==> src/sdwrc_pkg.sv <==
// Package of constants for the development-mode, cyclic-wake and regulator sequencing block
package sdwrc_pkg;

  // ==========================================================================
  // Clock
  // ==========================================================================
  localparam int unsigned CLK_HZ = 25_000_000;

  // ==========================================================================
  // Operating modes
  // ==========================================================================
  typedef enum logic [2:0] {
    SDWRC_MODE_INIT     = 3'h0,
    SDWRC_MODE_NORMAL   = 3'h1,
    SDWRC_MODE_STOP     = 3'h2,
    SDWRC_MODE_SLEEP    = 3'h3,
    SDWRC_MODE_RESTART  = 3'h4,
    SDWRC_MODE_FAILSAFE = 3'h5
  } sdwrc_mode_type;

  // ==========================================================================
  // Periodic timer periods, milliseconds, codes 0..6; code 7 acts as 2 s
  // ==========================================================================
  localparam int unsigned PER_MS_0 = 10;
  localparam int unsigned PER_MS_1 = 20;
  localparam int unsigned PER_MS_2 = 50;
  localparam int unsigned PER_MS_3 = 100;
  localparam int unsigned PER_MS_4 = 200;
  localparam int unsigned PER_MS_5 = 1000;
  localparam int unsigned PER_MS_6 = 2000;
  localparam int unsigned CYC_PER_MS = CLK_HZ / 1000;
  localparam int unsigned TMR_W = 26;

  // ==========================================================================
  // Wake source control field positions
  // ==========================================================================
  localparam int unsigned WK_TIMER_BIT = 0;
  localparam int unsigned WK_SRC_W     = 4;
  localparam logic [3:0]  WK_DEFAULT   = 4'he;

  // ==========================================================================
  // Regulator sequencing
  // ==========================================================================
  localparam int unsigned DUTY_W        = 8;
  localparam logic [7:0]  DUTY_MIN      = 8'h08;
  localparam logic [7:0]  DUTY_FULL     = 8'hff;
  localparam int unsigned SS_HOLD_DEF   = 16;
  localparam int unsigned SS_STEP_DEF   = 8;

  // Soft-start states, Gray along the path
  typedef enum logic [1:0] {
    SDWRC_SS_OFF  = 2'h0,
    SDWRC_SS_HOLD = 2'h1,
    SDWRC_SS_RAMP = 2'h3,
    SDWRC_SS_REG  = 2'h2
  } sdwrc_ss_type;

endpackage

==> src/sdwrc_ramp.sv <==
// Soft-start duty ramp sequencer of the buck loop
`timescale 1ns/100ps
module sdwrc_ramp
  import sdwrc_pkg::*;
#(
  parameter int unsigned HOLD_PERIODS = SS_HOLD_DEF,
  parameter logic [7:0]  DUTY_STEP    = SS_STEP_DEF[7:0]
) (
  // Clock and reset
  input  wire logic              mclk_i,
  input  wire logic              rst_i,
  input  wire logic              ce_i,
  // Control
  input  wire logic              start_i,
  input  wire logic              enable_i,
  input  wire logic              period_tick_i,
  input  wire logic              target_reached_i,
  // Status
  output logic [DUTY_W-1:0]      duty_o,
  output logic                   ramping_o,
  output logic                   regulating_o
);

  // ==========================================================================
  // State
  // ==========================================================================
  sdwrc_ss_type        state_reg, state_next;
  logic [15:0]         cnt_reg, cnt_next;
  logic [DUTY_W-1:0]   duty_reg, duty_next;

  wire hold_done = period_tick_i && (cnt_reg == 16'(HOLD_PERIODS - 1));
  wire [DUTY_W:0] duty_sum = {1'b0, duty_reg} + {1'b0, DUTY_STEP};
  wire [DUTY_W-1:0] duty_inc = duty_sum[DUTY_W] ? DUTY_FULL : duty_sum[DUTY_W-1:0];

  // ==========================================================================
  // Next state
  // ==========================================================================
  always_comb begin
    state_next = state_reg;
    cnt_next   = period_tick_i ? cnt_reg + 16'h0001 : cnt_reg;
    duty_next  = duty_reg;
    unique case (state_reg)
      SDWRC_SS_OFF: begin
        cnt_next  = 16'h0000;
        duty_next = 8'h00;
      end
      SDWRC_SS_HOLD: begin
        if (hold_done) begin
          state_next = SDWRC_SS_RAMP;
          cnt_next   = 16'h0000;
          duty_next  = duty_inc;
        end
      end
      SDWRC_SS_RAMP: begin
        if (target_reached_i) begin
          state_next = SDWRC_SS_REG;
        end else if (hold_done) begin
          cnt_next  = 16'h0000;
          duty_next = duty_inc;
        end
      end
      SDWRC_SS_REG: begin
        cnt_next = 16'h0000;
      end
    endcase
    if (start_i && enable_i) begin
      state_next = SDWRC_SS_HOLD;
      cnt_next   = 16'h0000;
      duty_next  = DUTY_MIN;
    end else if (!enable_i) begin
      state_next = SDWRC_SS_OFF;
      cnt_next   = 16'h0000;
      duty_next  = 8'h00;
    end
  end

  always_ff @(posedge mclk_i) begin
    if (rst_i) begin
      state_reg <= SDWRC_SS_OFF;
      cnt_reg   <= 16'h0000;
      duty_reg  <= 8'h00;
    end else if (ce_i) begin
      state_reg <= state_next;
      cnt_reg   <= cnt_next;
      duty_reg  <= duty_next;
    end
  end

  assign duty_o       = duty_reg;
  assign ramping_o    = (state_reg == SDWRC_SS_HOLD) || (state_reg == SDWRC_SS_RAMP);
  assign regulating_o = (state_reg == SDWRC_SS_REG);

endmodule

==> src/sdwrc_ctrl.sv <==
// Development-mode latch, cyclic wake timer and buck regulator sequencing
//
// Behaviour
// Development mode entered when strap low in init and any SPI command arrives.
// After power-up the device always starts in initialisation mode.
// A software reset (mode field write) blocks any later development-mode entry.
// Development mode left by software reset or power-down with strap high.
// In development mode no watchdog trigger needed, no watchdog reset.
// Strap open or high at start-up gives normal operation, not development.
// Strap pull-up enabled only in initialisation mode.
// Host configures wake sources before commanding sleep.
// Fail-safe mode activates all default wake sources.
// Enabled periodic timer interrupts periodically in normal and stop modes.
// Host writes timer period before enabling timer as wake source.
// Cyclic wake starts on enable; interrupt at end of each period.
// Timer periods 10, 20, 50, 100, 200 ms, 1 s, 2 s.
// Regulator active in normal, stop, restart; off in sleep, fail-safe.
// PWM in normal and restart; in stop only after auto or manual transition.
// Entering stop mode switches buck to PFM.
// PWM may reach full duty cycle on low input supply.
// Soft start runs at power-up, sleep-to-restart and fail-safe-to-restart.
// Soft start holds minimum duty, steps up per interval, then regulates.
// Status flags switch node open, short, and output outside 12% window.
// Status flags never change mode or configuration.
// Host clears all wake flags before sleep or device wakes at once.
// Period code 3 bits ascending from zero; code 7 acts as longest.
// Soft-start hold count and step are synthesis parameters.
`timescale 1ns/100ps
module sdwrc_ctrl
  import sdwrc_pkg::*;
#(
  parameter int unsigned SS_HOLD   = SS_HOLD_DEF,
  parameter int unsigned SS_STEP   = SS_STEP_DEF,
  parameter int unsigned MS_CYCLES = CYC_PER_MS,
  parameter int unsigned SW_PERIOD = 25
) (
  // Clock, reset, enable
  input  wire logic                  mclk_i,
  input  wire logic                  rst_i,
  input  wire logic                  ce_i,
  // Mode and host commands
  input  wire sdwrc_mode_type        mode_i,
  input  wire logic                  spi_cmd_i,
  input  wire logic                  sw_reset_i,
  input  wire logic                  power_down_i,
  // Strap pin
  input  wire logic                  test_strap_pin_i,
  output logic                       strap_pullup_en_o,
  // Watchdog
  input  wire logic                  wd_fail_i,
  output logic                       wd_reset_o,
  output logic                       dev_mode_o,
  // Wake configuration
  input  wire logic [WK_SRC_W-1:0]   wake_source_control_i,
  input  wire logic [2:0]            periodic_timer_control_i,
  output logic [WK_SRC_W-1:0]        wake_src_active_o,
  output logic                       timer_irq_o,
  // Buck regulator
  input  wire logic                  pfm_to_pwm_auto_i,
  input  wire logic                  pfm_to_pwm_manual_i,
  input  wire logic                  vs_low_i,
  input  wire logic                  target_reached_i,
  input  wire logic [DUTY_W-1:0]     duty_loop_i,
  output logic                       reg_enable_o,
  output logic                       pwm_mode_o,
  output logic [DUTY_W-1:0]          duty_o,
  output logic                       soft_start_o,
  // Regulator status
  input  wire logic                  sw_open_i,
  input  wire logic                  sw_short_i,
  input  wire logic                  out_window_i,
  output logic [2:0]                 regulator_status_o
);

  // ==========================================================================
  // Functions
  // ==========================================================================
  function automatic logic [TMR_W-1:0] period_cycles(input logic [2:0] code);
    int unsigned ms;
    ms = PER_MS_6;
    unique case (code)
      3'h0: ms = PER_MS_0;
      3'h1: ms = PER_MS_1;
      3'h2: ms = PER_MS_2;
      3'h3: ms = PER_MS_3;
      3'h4: ms = PER_MS_4;
      3'h5: ms = PER_MS_5;
      3'h6: ms = PER_MS_6;
      3'h7: ms = PER_MS_6;
    endcase
    return TMR_W'(ms * MS_CYCLES - 1);
  endfunction

  // ==========================================================================
  // Pin synchroniser
  // ==========================================================================
  logic strap_s1_reg, strap_s2_reg;
  always_ff @(posedge mclk_i) begin
    if (rst_i) begin
      strap_s1_reg <= 1'b1;
      strap_s2_reg <= 1'b1;
    end else if (ce_i) begin
      strap_s1_reg <= test_strap_pin_i;
      strap_s2_reg <= strap_s1_reg;
    end
  end

  // ==========================================================================
  // Mode decode
  // ==========================================================================
  wire in_init    = (mode_i == SDWRC_MODE_INIT);
  wire in_normal  = (mode_i == SDWRC_MODE_NORMAL);
  wire in_stop    = (mode_i == SDWRC_MODE_STOP);
  wire in_sleep   = (mode_i == SDWRC_MODE_SLEEP);
  wire in_restart = (mode_i == SDWRC_MODE_RESTART);
  wire in_fs      = (mode_i == SDWRC_MODE_FAILSAFE);

  // ==========================================================================
  // Development mode latch
  // ==========================================================================
  logic dev_reg, swr_lock_reg;
  wire dev_enter = in_init && !strap_s2_reg && spi_cmd_i && !sw_reset_i && !swr_lock_reg;
  wire dev_leave = sw_reset_i || (power_down_i && strap_s2_reg);

  always_ff @(posedge mclk_i) begin
    if (rst_i) begin
      dev_reg      <= 1'b0;
      swr_lock_reg <= 1'b0;
    end else if (ce_i) begin
      if (sw_reset_i) begin
        swr_lock_reg <= 1'b1;
      end
      if (dev_leave) begin
        dev_reg <= 1'b0;
      end else if (dev_enter) begin
        dev_reg <= 1'b1;
      end
    end
  end

  assign dev_mode_o        = dev_reg;
  assign strap_pullup_en_o = in_init;
  assign wd_reset_o        = wd_fail_i && !dev_reg;

  // ==========================================================================
  // Wake sources
  // ==========================================================================
  assign wake_src_active_o = in_fs ? WK_DEFAULT : wake_source_control_i;

  // ==========================================================================
  // Periodic timer
  // ==========================================================================
  logic [TMR_W-1:0] tmr_reg;
  logic             irq_reg;
  wire tmr_en   = wake_source_control_i[WK_TIMER_BIT] && (in_normal || in_stop);
  wire tmr_done = tmr_en && (tmr_reg >= period_cycles(periodic_timer_control_i));

  always_ff @(posedge mclk_i) begin
    if (rst_i) begin
      tmr_reg <= '0;
      irq_reg <= 1'b0;
    end else if (ce_i) begin
      irq_reg <= tmr_done;
      if (!tmr_en || tmr_done) begin
        tmr_reg <= '0;
      end else begin
        tmr_reg <= tmr_reg + TMR_W'(1);
      end
    end
  end

  assign timer_irq_o = irq_reg;

  // ==========================================================================
  // Regulator enable, modulation and soft start
  // ==========================================================================
  sdwrc_mode_type mode_prev_reg;
  logic           por_reg;
  logic           stop_pwm_reg;
  logic [7:0]     sw_cnt_reg;

  wire reg_en      = in_normal || in_stop || in_restart;
  wire stop_entry  = in_stop && (mode_prev_reg != SDWRC_MODE_STOP);
  wire ss_start    = por_reg
                  || (in_restart && (mode_prev_reg == SDWRC_MODE_SLEEP))
                  || (in_restart && (mode_prev_reg == SDWRC_MODE_FAILSAFE));
  wire sw_tick     = (sw_cnt_reg == 8'(SW_PERIOD - 1));

  always_ff @(posedge mclk_i) begin
    if (rst_i) begin
      mode_prev_reg <= SDWRC_MODE_INIT;
      por_reg       <= 1'b1;
      stop_pwm_reg  <= 1'b0;
      sw_cnt_reg    <= 8'h00;
    end else if (ce_i) begin
      mode_prev_reg <= mode_i;
      if (reg_en) begin
        por_reg <= 1'b0;
      end
      sw_cnt_reg <= sw_tick ? 8'h00 : sw_cnt_reg + 8'h01;
      if (!in_stop || stop_entry) begin
        stop_pwm_reg <= 1'b0;
      end else if (pfm_to_pwm_auto_i || pfm_to_pwm_manual_i) begin
        stop_pwm_reg <= 1'b1;
      end
    end
  end

  logic [DUTY_W-1:0] ss_duty;
  logic              ss_ramping;
  logic              ss_regulating;

  sdwrc_ramp #(
    .HOLD_PERIODS (SS_HOLD),
    .DUTY_STEP    (SS_STEP[7:0])
  ) u_ramp (
    .mclk_i           (mclk_i),
    .rst_i            (rst_i),
    .ce_i             (ce_i),
    .start_i          (ss_start),
    .enable_i         (reg_en),
    .period_tick_i    (sw_tick),
    .target_reached_i (target_reached_i),
    .duty_o           (ss_duty),
    .ramping_o        (ss_ramping),
    .regulating_o     (ss_regulating)
  );

  wire pwm_sel = reg_en && (in_normal || in_restart || stop_pwm_reg);
  wire [DUTY_W-1:0] duty_sel = !reg_en     ? 8'h00 :
                               ss_start    ? DUTY_MIN :
                               ss_ramping  ? ss_duty :
                               vs_low_i    ? DUTY_FULL :
                               duty_loop_i;

  logic [DUTY_W-1:0] duty_reg;
  logic              pwm_reg;
  logic [2:0]        stat_reg;

  always_ff @(posedge mclk_i) begin
    if (rst_i) begin
      duty_reg <= 8'h00;
      pwm_reg  <= 1'b0;
      stat_reg <= 3'h0;
    end else if (ce_i) begin
      duty_reg <= duty_sel;
      pwm_reg  <= pwm_sel;
      stat_reg <= {out_window_i, sw_short_i, sw_open_i};
    end
  end

  assign reg_enable_o       = reg_en;
  assign pwm_mode_o         = pwm_reg;
  assign duty_o             = duty_reg;
  assign soft_start_o       = ss_ramping && !ss_regulating;
  assign regulator_status_o = stat_reg;

endmodule

==> config.mk <==
export PLATFORM = sky130hd
export DESIGN_NAME = sdwrc_ctrl
export DESIGN_NICKNAME = d
export VERILOG_FILES = /design/src/sdwrc_pkg.sv /design/src/sdwrc_ramp.sv /design/src/sdwrc_ctrl.sv
export SDC_FILE = /design/constraint.sdc
export NUM_CORES = 1
export LEC_CHECK = 0
export BUFFER_PORTS_ARGS = -buffer_cell sky130_fd_sc_hd__buf_2
export CAP_MARGIN = 10
export CORE_UTILIZATION = 55
export DETAILED_ROUTE_END_ITERATION = 12
export GPL_TIMING_DRIVEN = 0
export PLACE_DENSITY_LB_ADDON = 0.3
export SETUP_SLACK_MARGIN = 0.5
export SYNTH_ARGS = -nofsm -noshare
export SYNTH_HDL_FRONTEND = slang
export SYNTH_HIERARCHICAL = 1
export SYNTH_SLANG_ARGS = --single-unit
==> constraint.sdc <==
create_clock -name mclk_i -period 14.5 [get_ports mclk_i]
set_clock_uncertainty 0.15 [all_clocks]
set_input_delay 0 -clock mclk_i [delete_from_list [all_inputs] [get_ports mclk_i]]
set_output_delay 0 -clock mclk_i [all_outputs]
set_load 0.005 [all_outputs]
==> out/qor.txt, run 1 <==
pwr/cell area: 77.60 nW/µm²
global-route usage over all layers: 27.17%
Syn Std Cell Area: 6191 µm²
Hold Violations, Final: 0
via count of the first global-routing pass: 5406
max-cap violations: 0
endpoint of the worst-slack reg-to-reg timing path: u_ramp/cnt_reg[11]$_SDFFE_PP0P_
final worst hold slack: 0.07288 ns
post-detailed-placement cell area: 6621 µm²
power dissipated by switching net loads: 183.9 µW
cell area after layout: 7053 µm²
total DRC errors in the routed layout: 0
Worst Path Max Fanout: 10
reg-to-reg setup timing slack: 11.25 ns
post-synthesis sequential area ratio: 25.87%
worst r2r path cells: 8
I/O pin cnt: 55
number of enable flip-flop cells after synthesis: 0
number of cells in the design after placement: 938
Static Leak: 3.000 nW
measured slew at the worst slew-check pin: 1.156 ns
Layout Area Growth over Synthesis: 13.92%
TritonCTS buffer count: 9
worst setup slack before clock tree synthesis: 7.718 ns
Setup Crit Path Kind: in -> reg
First-pass DRT Iterations: 5
nature of the critical path startpoint: input pin
routed via count divided by cell count: 5.883
upper clock frequency limit: 155.3 MHz
combinational fraction of design power: 30.4%
Longest Clk Path Bufs: 2
final layout net count: 966
Die X: 108.1 µm
CTS tree: built
Sw Share: 33.61%
Port Buffers: 51
asr flop ratio synth: 0%
row count: 38
Distinct cells, synth: 70
sequential group share of total power: 41.3%
# fillers: 903
pin count of the biggest net entering global routing: 15
Internal: 363.4 µW
type of the worst min-delay path: in -> reg
TritonCTS Sinks: 80
post_cts resized: 0
yosys warns: 6
initial standard-cell utilization of the core: 56.86%
WHS Path Cells: 5
Req. time, crit path: 14.64 ns
global-route wire length before repair: 25.14 mm
via count: 5759
Multi-input gate area: 4258 µm²
die boundary height: 108.1 µm
# hold bufs at CTS: 25
core region area: 10890 µm²
relative contribution of the clock network to total power: 28.3%
clock root buffer master: sky130_fd_sc_hd__clkbuf_8
First DRT Iteration DRCs: 344
ratio of cells with drive above 1 in the final layout: 11.08%
antenna violations before repair: 0
CP endpoint kind: flop
register clock-pin slew on the reported worst setup and hold paths: 0.08 ns
Primary FF master, synth: sky130_fd_sc_hd__dfxtp_1
RSZ-0062 raised after global routing: no
status: completed
Arr. time, crit path: 6.58 ns
wire length after detailed routing: 15.51 mm
Worst Hold Path EP: timer_irq_o$_SDFFE_PP0P_
Mapped Nets: 879
worst voltage drop across the vdd grid: 75.62 µV
flip-flop and latch area: 1602 µm²
Fin Setup TNS: 0 ns
post-route total power: 547.3 µW
Antenna Diode Count: 0
Tmin final: 6.440 ns
Gate Count Post-Synth: 747
slack of the critical path: 8.060 ns
number of pins exceeding their max-slew limit in the final report: 0
final core occ: 64.78%
Max-Slew Margin vs Limit: 21.88%
clock insertion delay at the later pin of the skew report: 0.37 ns
half-perimeter wire length after placement: 11.32 mm
number of flip-flops under the largest register name: 26
die outline area: 11680 µm²
H-tree lvl count: 3
gr ovfl total: 0
Yosys reg bits: 80
start point of the worst min-delay path: wake_source_control_i[0]
period utilization: 44.42%
wire length per cell: 15.84 µm
Antenna Nets Post-Route: 0
Routability Congestion: 0.8926
Final Non-Filler Cells: 979
count of endpoints failing setup in the final report: 0
RR Startpoint: sw_cnt_reg[0]$_SDFFE_PP0P_
Post-Syn Area per Cell: 8.288 µm²
number of buffers inserted by post-CTS setup repair: 0
power groups by stage:
stage,combinational (mW),clock (mW),sequential (mW)
floorplan,0.118,0,0.231
global placement,0.151,0,0.231
detailed placement,0.158,0,0.231
CTS,0.165,0.157,0.226
global route,0.186,0.164,0.227
finish,0.166,0.155,0.226
layout make-up:
cell class                      instances  area share [%]
Multi-Input combinational cell        591           60.37
Sequential cell                        80           22.71
Buffer                                 31           2.306
Tap cell                              140           2.484
Inverter                               45           2.395
Clock buffer                           10           1.951
Clock inverter                          6          0.6209
Timing Repair Buffer                   76           7.167
metal layers:
| metal | vias up | routed length, µm | track usage (%) |
|---|---|---|---|
| met2 | 153 | 7696 | 48.23 |
| met1 | 2754 | 6776 | 32.62 |
| met4 | 0 | 398 | 10.47 |
| met5 | - | 0 | 0 |
| met3 | 36 | 636 | 4.400 |
| li1 | 2816 | - | - |
layout by cell type, fill, tap and decap left out, types with 9 or more instances in the layout:
| master | count |
|---|---|
| sky130_fd_sc_hd__ha_1 | 90 |
| sky130_fd_sc_hd__xnor2_1 | 24 |
| sky130_fd_sc_hd__a31oi_1 | 16 |
| sky130_fd_sc_hd__dlygate4sd3_1 | 25 |
| sky130_fd_sc_hd__mux2i_1 | 12 |
| sky130_fd_sc_hd__a21oi_1 | 43 |
| sky130_fd_sc_hd__nor3_1 | 15 |
| sky130_fd_sc_hd__dfxtp_1 | 80 |
| sky130_fd_sc_hd__nor2b_1 | 16 |
| sky130_fd_sc_hd__nand3_1 | 29 |
| sky130_fd_sc_hd__inv_1 | 44 |
| sky130_fd_sc_hd__o21ai_0 | 22 |
| sky130_fd_sc_hd__nor2_1 | 71 |
| sky130_fd_sc_hd__xor2_1 | 31 |
| sky130_fd_sc_hd__nand2_1 | 75 |
| sky130_fd_sc_hd__clkbuf_8 | 10 |
| sky130_fd_sc_hd__clkbuf_1 | 17 |
| sky130_fd_sc_hd__buf_2 | 54 |
| sky130_fd_sc_hd__fa_1 | 9 |
| sky130_fd_sc_hd__nand4_1 | 20 |
cells in the mapped netlist, drive strengths merged, types with 2 or more instances:
cell	count	share of area, %
a211o	2	0.28
nor4	7	0.71
nor3	15	1.2
a221o	2	0.32
nor2	72	4.5
nand4	20	2.0
or4	6	0.73
a31oi	17	2.0
and2	8	0.81
nand2b	6	0.61
mux2	2	0.36
nor3b	3	0.36
o21ai	22	1.8
nand3b	5	0.61
or2	5	0.51
and4	6	0.87
a211oi	2	0.32
nand2	76	4.6
mux2i	12	1.9
nand4b	2	0.28
xor2	31	4.4
xnor2	24	3.4
o21ba	2	0.32
o21bai	2	0.30
a21oi	43	3.5
a21o	7	0.85
nand3	29	2.3
a41oi	3	0.42
nor2b	16	1.6
o2bb2ai	6	0.85
a2111oi	2	0.28
and3	6	0.63
o22ai	6	0.61
buf	13	1.5
clkbuf	17	1.0
dfxtp	80	26
ha	90	18
fa	9	2.9
or3	5	0.51
o211ai	3	0.36
inv	44	2.7
worst max-delay path, cell delays in order:
cell and delay [ns]:
sky130_fd_sc_hd__buf_2 0.16, sky130_fd_sc_hd__clkbuf_1 0.30, sky130_fd_sc_hd__buf_1 0.42, sky130_fd_sc_hd__mux2_2 0.44, sky130_fd_sc_hd__ha_1 0.29, sky130_fd_sc_hd__ha_1 0.25, sky130_fd_sc_hd__fa_1 0.46, sky130_fd_sc_hd__ha_1 0.29
sky130_fd_sc_hd__inv_1 0.05, sky130_fd_sc_hd__fa_1 0.47, sky130_fd_sc_hd__o21bai_1 0.18, sky130_fd_sc_hd__o21ai_0 0.15, sky130_fd_sc_hd__a21oi_1 0.12, sky130_fd_sc_hd__o311ai_0 0.52, sky130_fd_sc_hd__a311o_1 0.26, sky130_fd_sc_hd__nand3_1 0.09
sky130_fd_sc_hd__ha_1 0.30, sky130_fd_sc_hd__and3_1 0.20, sky130_fd_sc_hd__a221o_1 0.37, sky130_fd_sc_hd__a221o_1 0.40, sky130_fd_sc_hd__a211oi_2 0.26, sky130_fd_sc_hd__o21bai_2 0.19, sky130_fd_sc_hd__buf_2 0.24, sky130_fd_sc_hd__nor2_1 0.14
how the worst max path moves through the flow:
stage | start | end | slack (ns) | cells past startpoint
after floorplan | periodic_timer_control_i[2] | tmr_reg[2]$_SDFFE_PP0P_ | 8.67 | 23
after global placement | periodic_timer_control_i[2] | tmr_reg[20]$_SDFFE_PP0P_ | 7.84 | 24
after detailed placement | periodic_timer_control_i[2] | tmr_reg[21]$_SDFFE_PP0P_ | 7.72 | 24
after CTS | periodic_timer_control_i[2] | tmr_reg[22]$_SDFFE_PP0P_ | 8.07 | 25
after global routing | periodic_timer_control_i[2] | tmr_reg[22]$_SDFFE_PP0P_ | 7.72 | 26
final | periodic_timer_control_i[2] | tmr_reg[22]$_SDFFE_PP0P_ | 8.06 | 24
cell families (layout without fill, tap and decap cells):
family,after synthesis,count (layout),synth area share [%]
mux,14,14,2.304
buf+inv,76,168,5.356
xor+xnor,55,55,7.781
compound gates,134,134,14.33
simple gates,289,289,23.26
flops,80,80,25.87
fa+ha+maj,99,99,21.10
No activity file was read; power rests on OpenSTA's default activity.
==> run 2, diff against run 1 <==
- clock period: 14.5 -> 6.3 ns (I/O delays scaled with it)
==> run 2 against run 1 <==
Against the previous run:
- clock power grew 120%
- register-to-register slack lost 7.9 ns
- critical path depth is the same
- routed wire length grew 3.4%
==> out/qor.txt, run 2 (synthesized netlist as in run 1, its figures left out) <==
half-perimeter wire length after placement: 11.61 mm
most common cell after layout, fill and taps aside: sky130_fd_sc_hd__ha_1
measured slew at the worst slew-check pin: 0.9873 ns
global-route usage over all layers: 28.68%
worst voltage drop across the vdd grid: 153.6 µV
delay of the slowest cell on the worst path: 0.49 ns
register clock-pin slew on the reported worst setup and hold paths: 0.07 ns
Max stage delay cell, worst path: sky130_fd_sc_hd__fa_1
antenna violations before repair: 0
First DRT Iteration DRCs: 293
Worst Path Max Fanout: 10
number of buffers and inverters on the critical path: 3
wire length after detailed routing: 16.04 mm
Antenna Nets Post-Route: 0
total DRC errors in the routed layout: 0
Die X: 108.1 µm
Routability Congestion: 0.8670
type of the worst min-delay path: in -> reg
worst path cell trace: clkbuf_4 > inv_2 > ha_1 > mux2_4 > ha_4 > ha_4 > fa_1 > xor2_1 > ha_1 > or2_2 > ha_4 > ha_4 > a31oi_4 > nand2b_1 > a311o_1 > nand3_1 > ha_1 > and3_1 > a221o_1 > a221o_1 > a211oi_4 > o21bai_4 > buf_4 > nor2_1
Arr. time, crit path: 5.77 ns
TritonCTS Sinks: 80
gr ovfl total: 0
Static Leak: 3.062 nW
number of flip-flops under the largest register name: 26
via count of the first global-routing pass: 5719
wire length per cell: 16.35 µm
period utilization: 89.38%
pin count of the biggest net entering global routing: 15
clock insertion delay at the later pin of the skew report: 0.35 ns
Max-Slew Margin vs Limit: 33.48%
post-route total power: 1.305 mW
highest routing layer actually used: met4
cell class contributing the biggest share of worst-path delay: adder cells
number of pins exceeding their max-slew limit in the final report: 0
Layout Area Growth over Synthesis: 17.46%
H-tree lvl count: 3
# fillers: 899
global-route wire length before repair: 26.72 mm
die boundary height: 108.1 µm
nature of the critical path startpoint: input pin
final worst hold slack: 0.01048 ns
Port Buffers: 51
final core occ: 66.79%
CP endpoint kind: flop
Multi-input gate area: 4420 µm²
RSZ-0062 raised after global routing: no
ratio of cells with drive above 1 in the final layout: 13.79%
initial standard-cell utilization of the core: 56.86%
Fin Setup TNS: 0 ns
via count: 5818
Tmin final: 5.631 ns
max-cap violations: 0
status: completed
pwr/cell area: 179.4 nW/µm²
Hold Violations, Final: 0
upper clock frequency limit: 177.6 MHz
Antenna Diode Count: 0
sum of met2 wire segment lengths after detailed routing: 8.135 mm
count of endpoints failing setup in the final report: 0
row count: 38
routed length on met1: 6.792 mm
flip-flop and latch area: 1602 µm²
commonest cells after routing, fill and taps aside: sky130_fd_sc_hd__ha_1 (83), sky130_fd_sc_hd__dfxtp_1 (80), sky130_fd_sc_hd__nand2_1 (75)
most frequent CP cell: sky130_fd_sc_hd__ha_4
I/O pin cnt: 55
clock root buffer master: sky130_fd_sc_hd__clkbuf_8
final layout net count: 970
Req. time, crit path: 6.44 ns
TritonCTS buffer count: 9
core region area: 10890 µm²
routed via count divided by cell count: 5.931
First-pass DRT Iterations: 6
Setup Crit Path Kind: in -> reg
Longest Clk Path Bufs: 2
met3 wire length: 652 µm
die outline area: 11680 µm²
CTS tree: built
-- run 2: changes by cell type in the layout (fill, tap and decap cells not counted), moves of 2 or more --
cell	delta
sky130_fd_sc_hd__a21oi_1	-2
sky130_fd_sc_hd__a21oi_2	+2
sky130_fd_sc_hd__buf_2	-3
sky130_fd_sc_hd__buf_4	+4
sky130_fd_sc_hd__buf_6	+4
sky130_fd_sc_hd__clkbuf_2	+2
sky130_fd_sc_hd__clkbuf_8	+2
sky130_fd_sc_hd__clkinvlp_4	-3
sky130_fd_sc_hd__dlygate4sd3_1	-2
sky130_fd_sc_hd__ha_1	-7
sky130_fd_sc_hd__ha_4	+7
sky130_fd_sc_hd__inv_1	-2
sky130_fd_sc_hd__o21ai_0	-3
sky130_fd_sc_hd__o21ai_2	+3
-- run 2: final cells by class --
cell class,instances,area share [%]
repair buffers,80,7.433
well taps,140,2.409
flip-flops and latches,80,22.02
multi-input cells,591,60.79
inverters,45,2.374
plain buffers,31,2.598
clock buffers,14,2.374
-- run 2: path summary, 6_finish.rpt --
| path | end | cells past startpoint | slack [ns] | from |
|---|---|---|---|---|
| hold / removal | duty_o[6]$_SDFFE_PP0P_ | 5 | 0.01 | vs_low_i |
| setup reg to reg | u_ramp/cnt_reg[11]$_SDFFE_PP0P_ | 9 | 3.32 | sw_cnt_reg[1]$_SDFFE_PP0P_ |
| setup / recovery | tmr_reg[21]$_SDFFE_PP0P_ | 24 | 0.67 | periodic_timer_control_i[0] |
| hold reg to reg | strap_s2_reg$_SDFFE_PP1P_ | 1 | 0.32 | strap_s1_reg$_SDFFE_PP1P_ |
-- run 2: worst register-to-register path: cells and delay by family (launching register included) --
kind / cells / cell delay, ns
compound gates: 1 / 0.16
fa+ha+maj: 1 / 0.15
buf+inv: 2 / 0.35
flops: 1 / 0.35
simple gates: 5 / 1.75
-- run 2: per-layer routing --
metal | global-route usage, % | up-vias
met3 | 4.039 | 41
met4 | 12.13 | 0
met2 | 50.77 | 183
met1 | 34.47 | 2757
met5 | 0 | -
li1 | - | 2837
-- run 2: where the power goes --
| group | internal [mW] | switching [mW] | total [mW] |
|---|---|---|---|
| registers | 0.514 | 0.00688 | 0.521 |
| logic | 0.199 | 0.239 | 0.438 |
| clock network | 0.172 | 0.174 | 0.346 |
| total | 0.885 | 0.420 | 1.30 |
-- run 2: through the flow --
step | worst slack, ns | area (µm²) | instances
floorplan | 0.5514 | 6192 | 747
global placement | -0.2026 | 6623 | 938
detailed placement | -0.3961 | 6623 | 938
CTS | 0.5043 | 7118 | 979
global route | 0.5000 | 7272 | 981
finish | 0.6690 | 7272 | 981
-- run 2: repair_timing --
action,CTS,global route
hold buffers,23,0
pin swaps,3,8
resized for setup,17,27
hold endpoints to repair,22,0
setup buffers,3,1
endpoints found under the setup margin,27,26
gates cloned,1,0
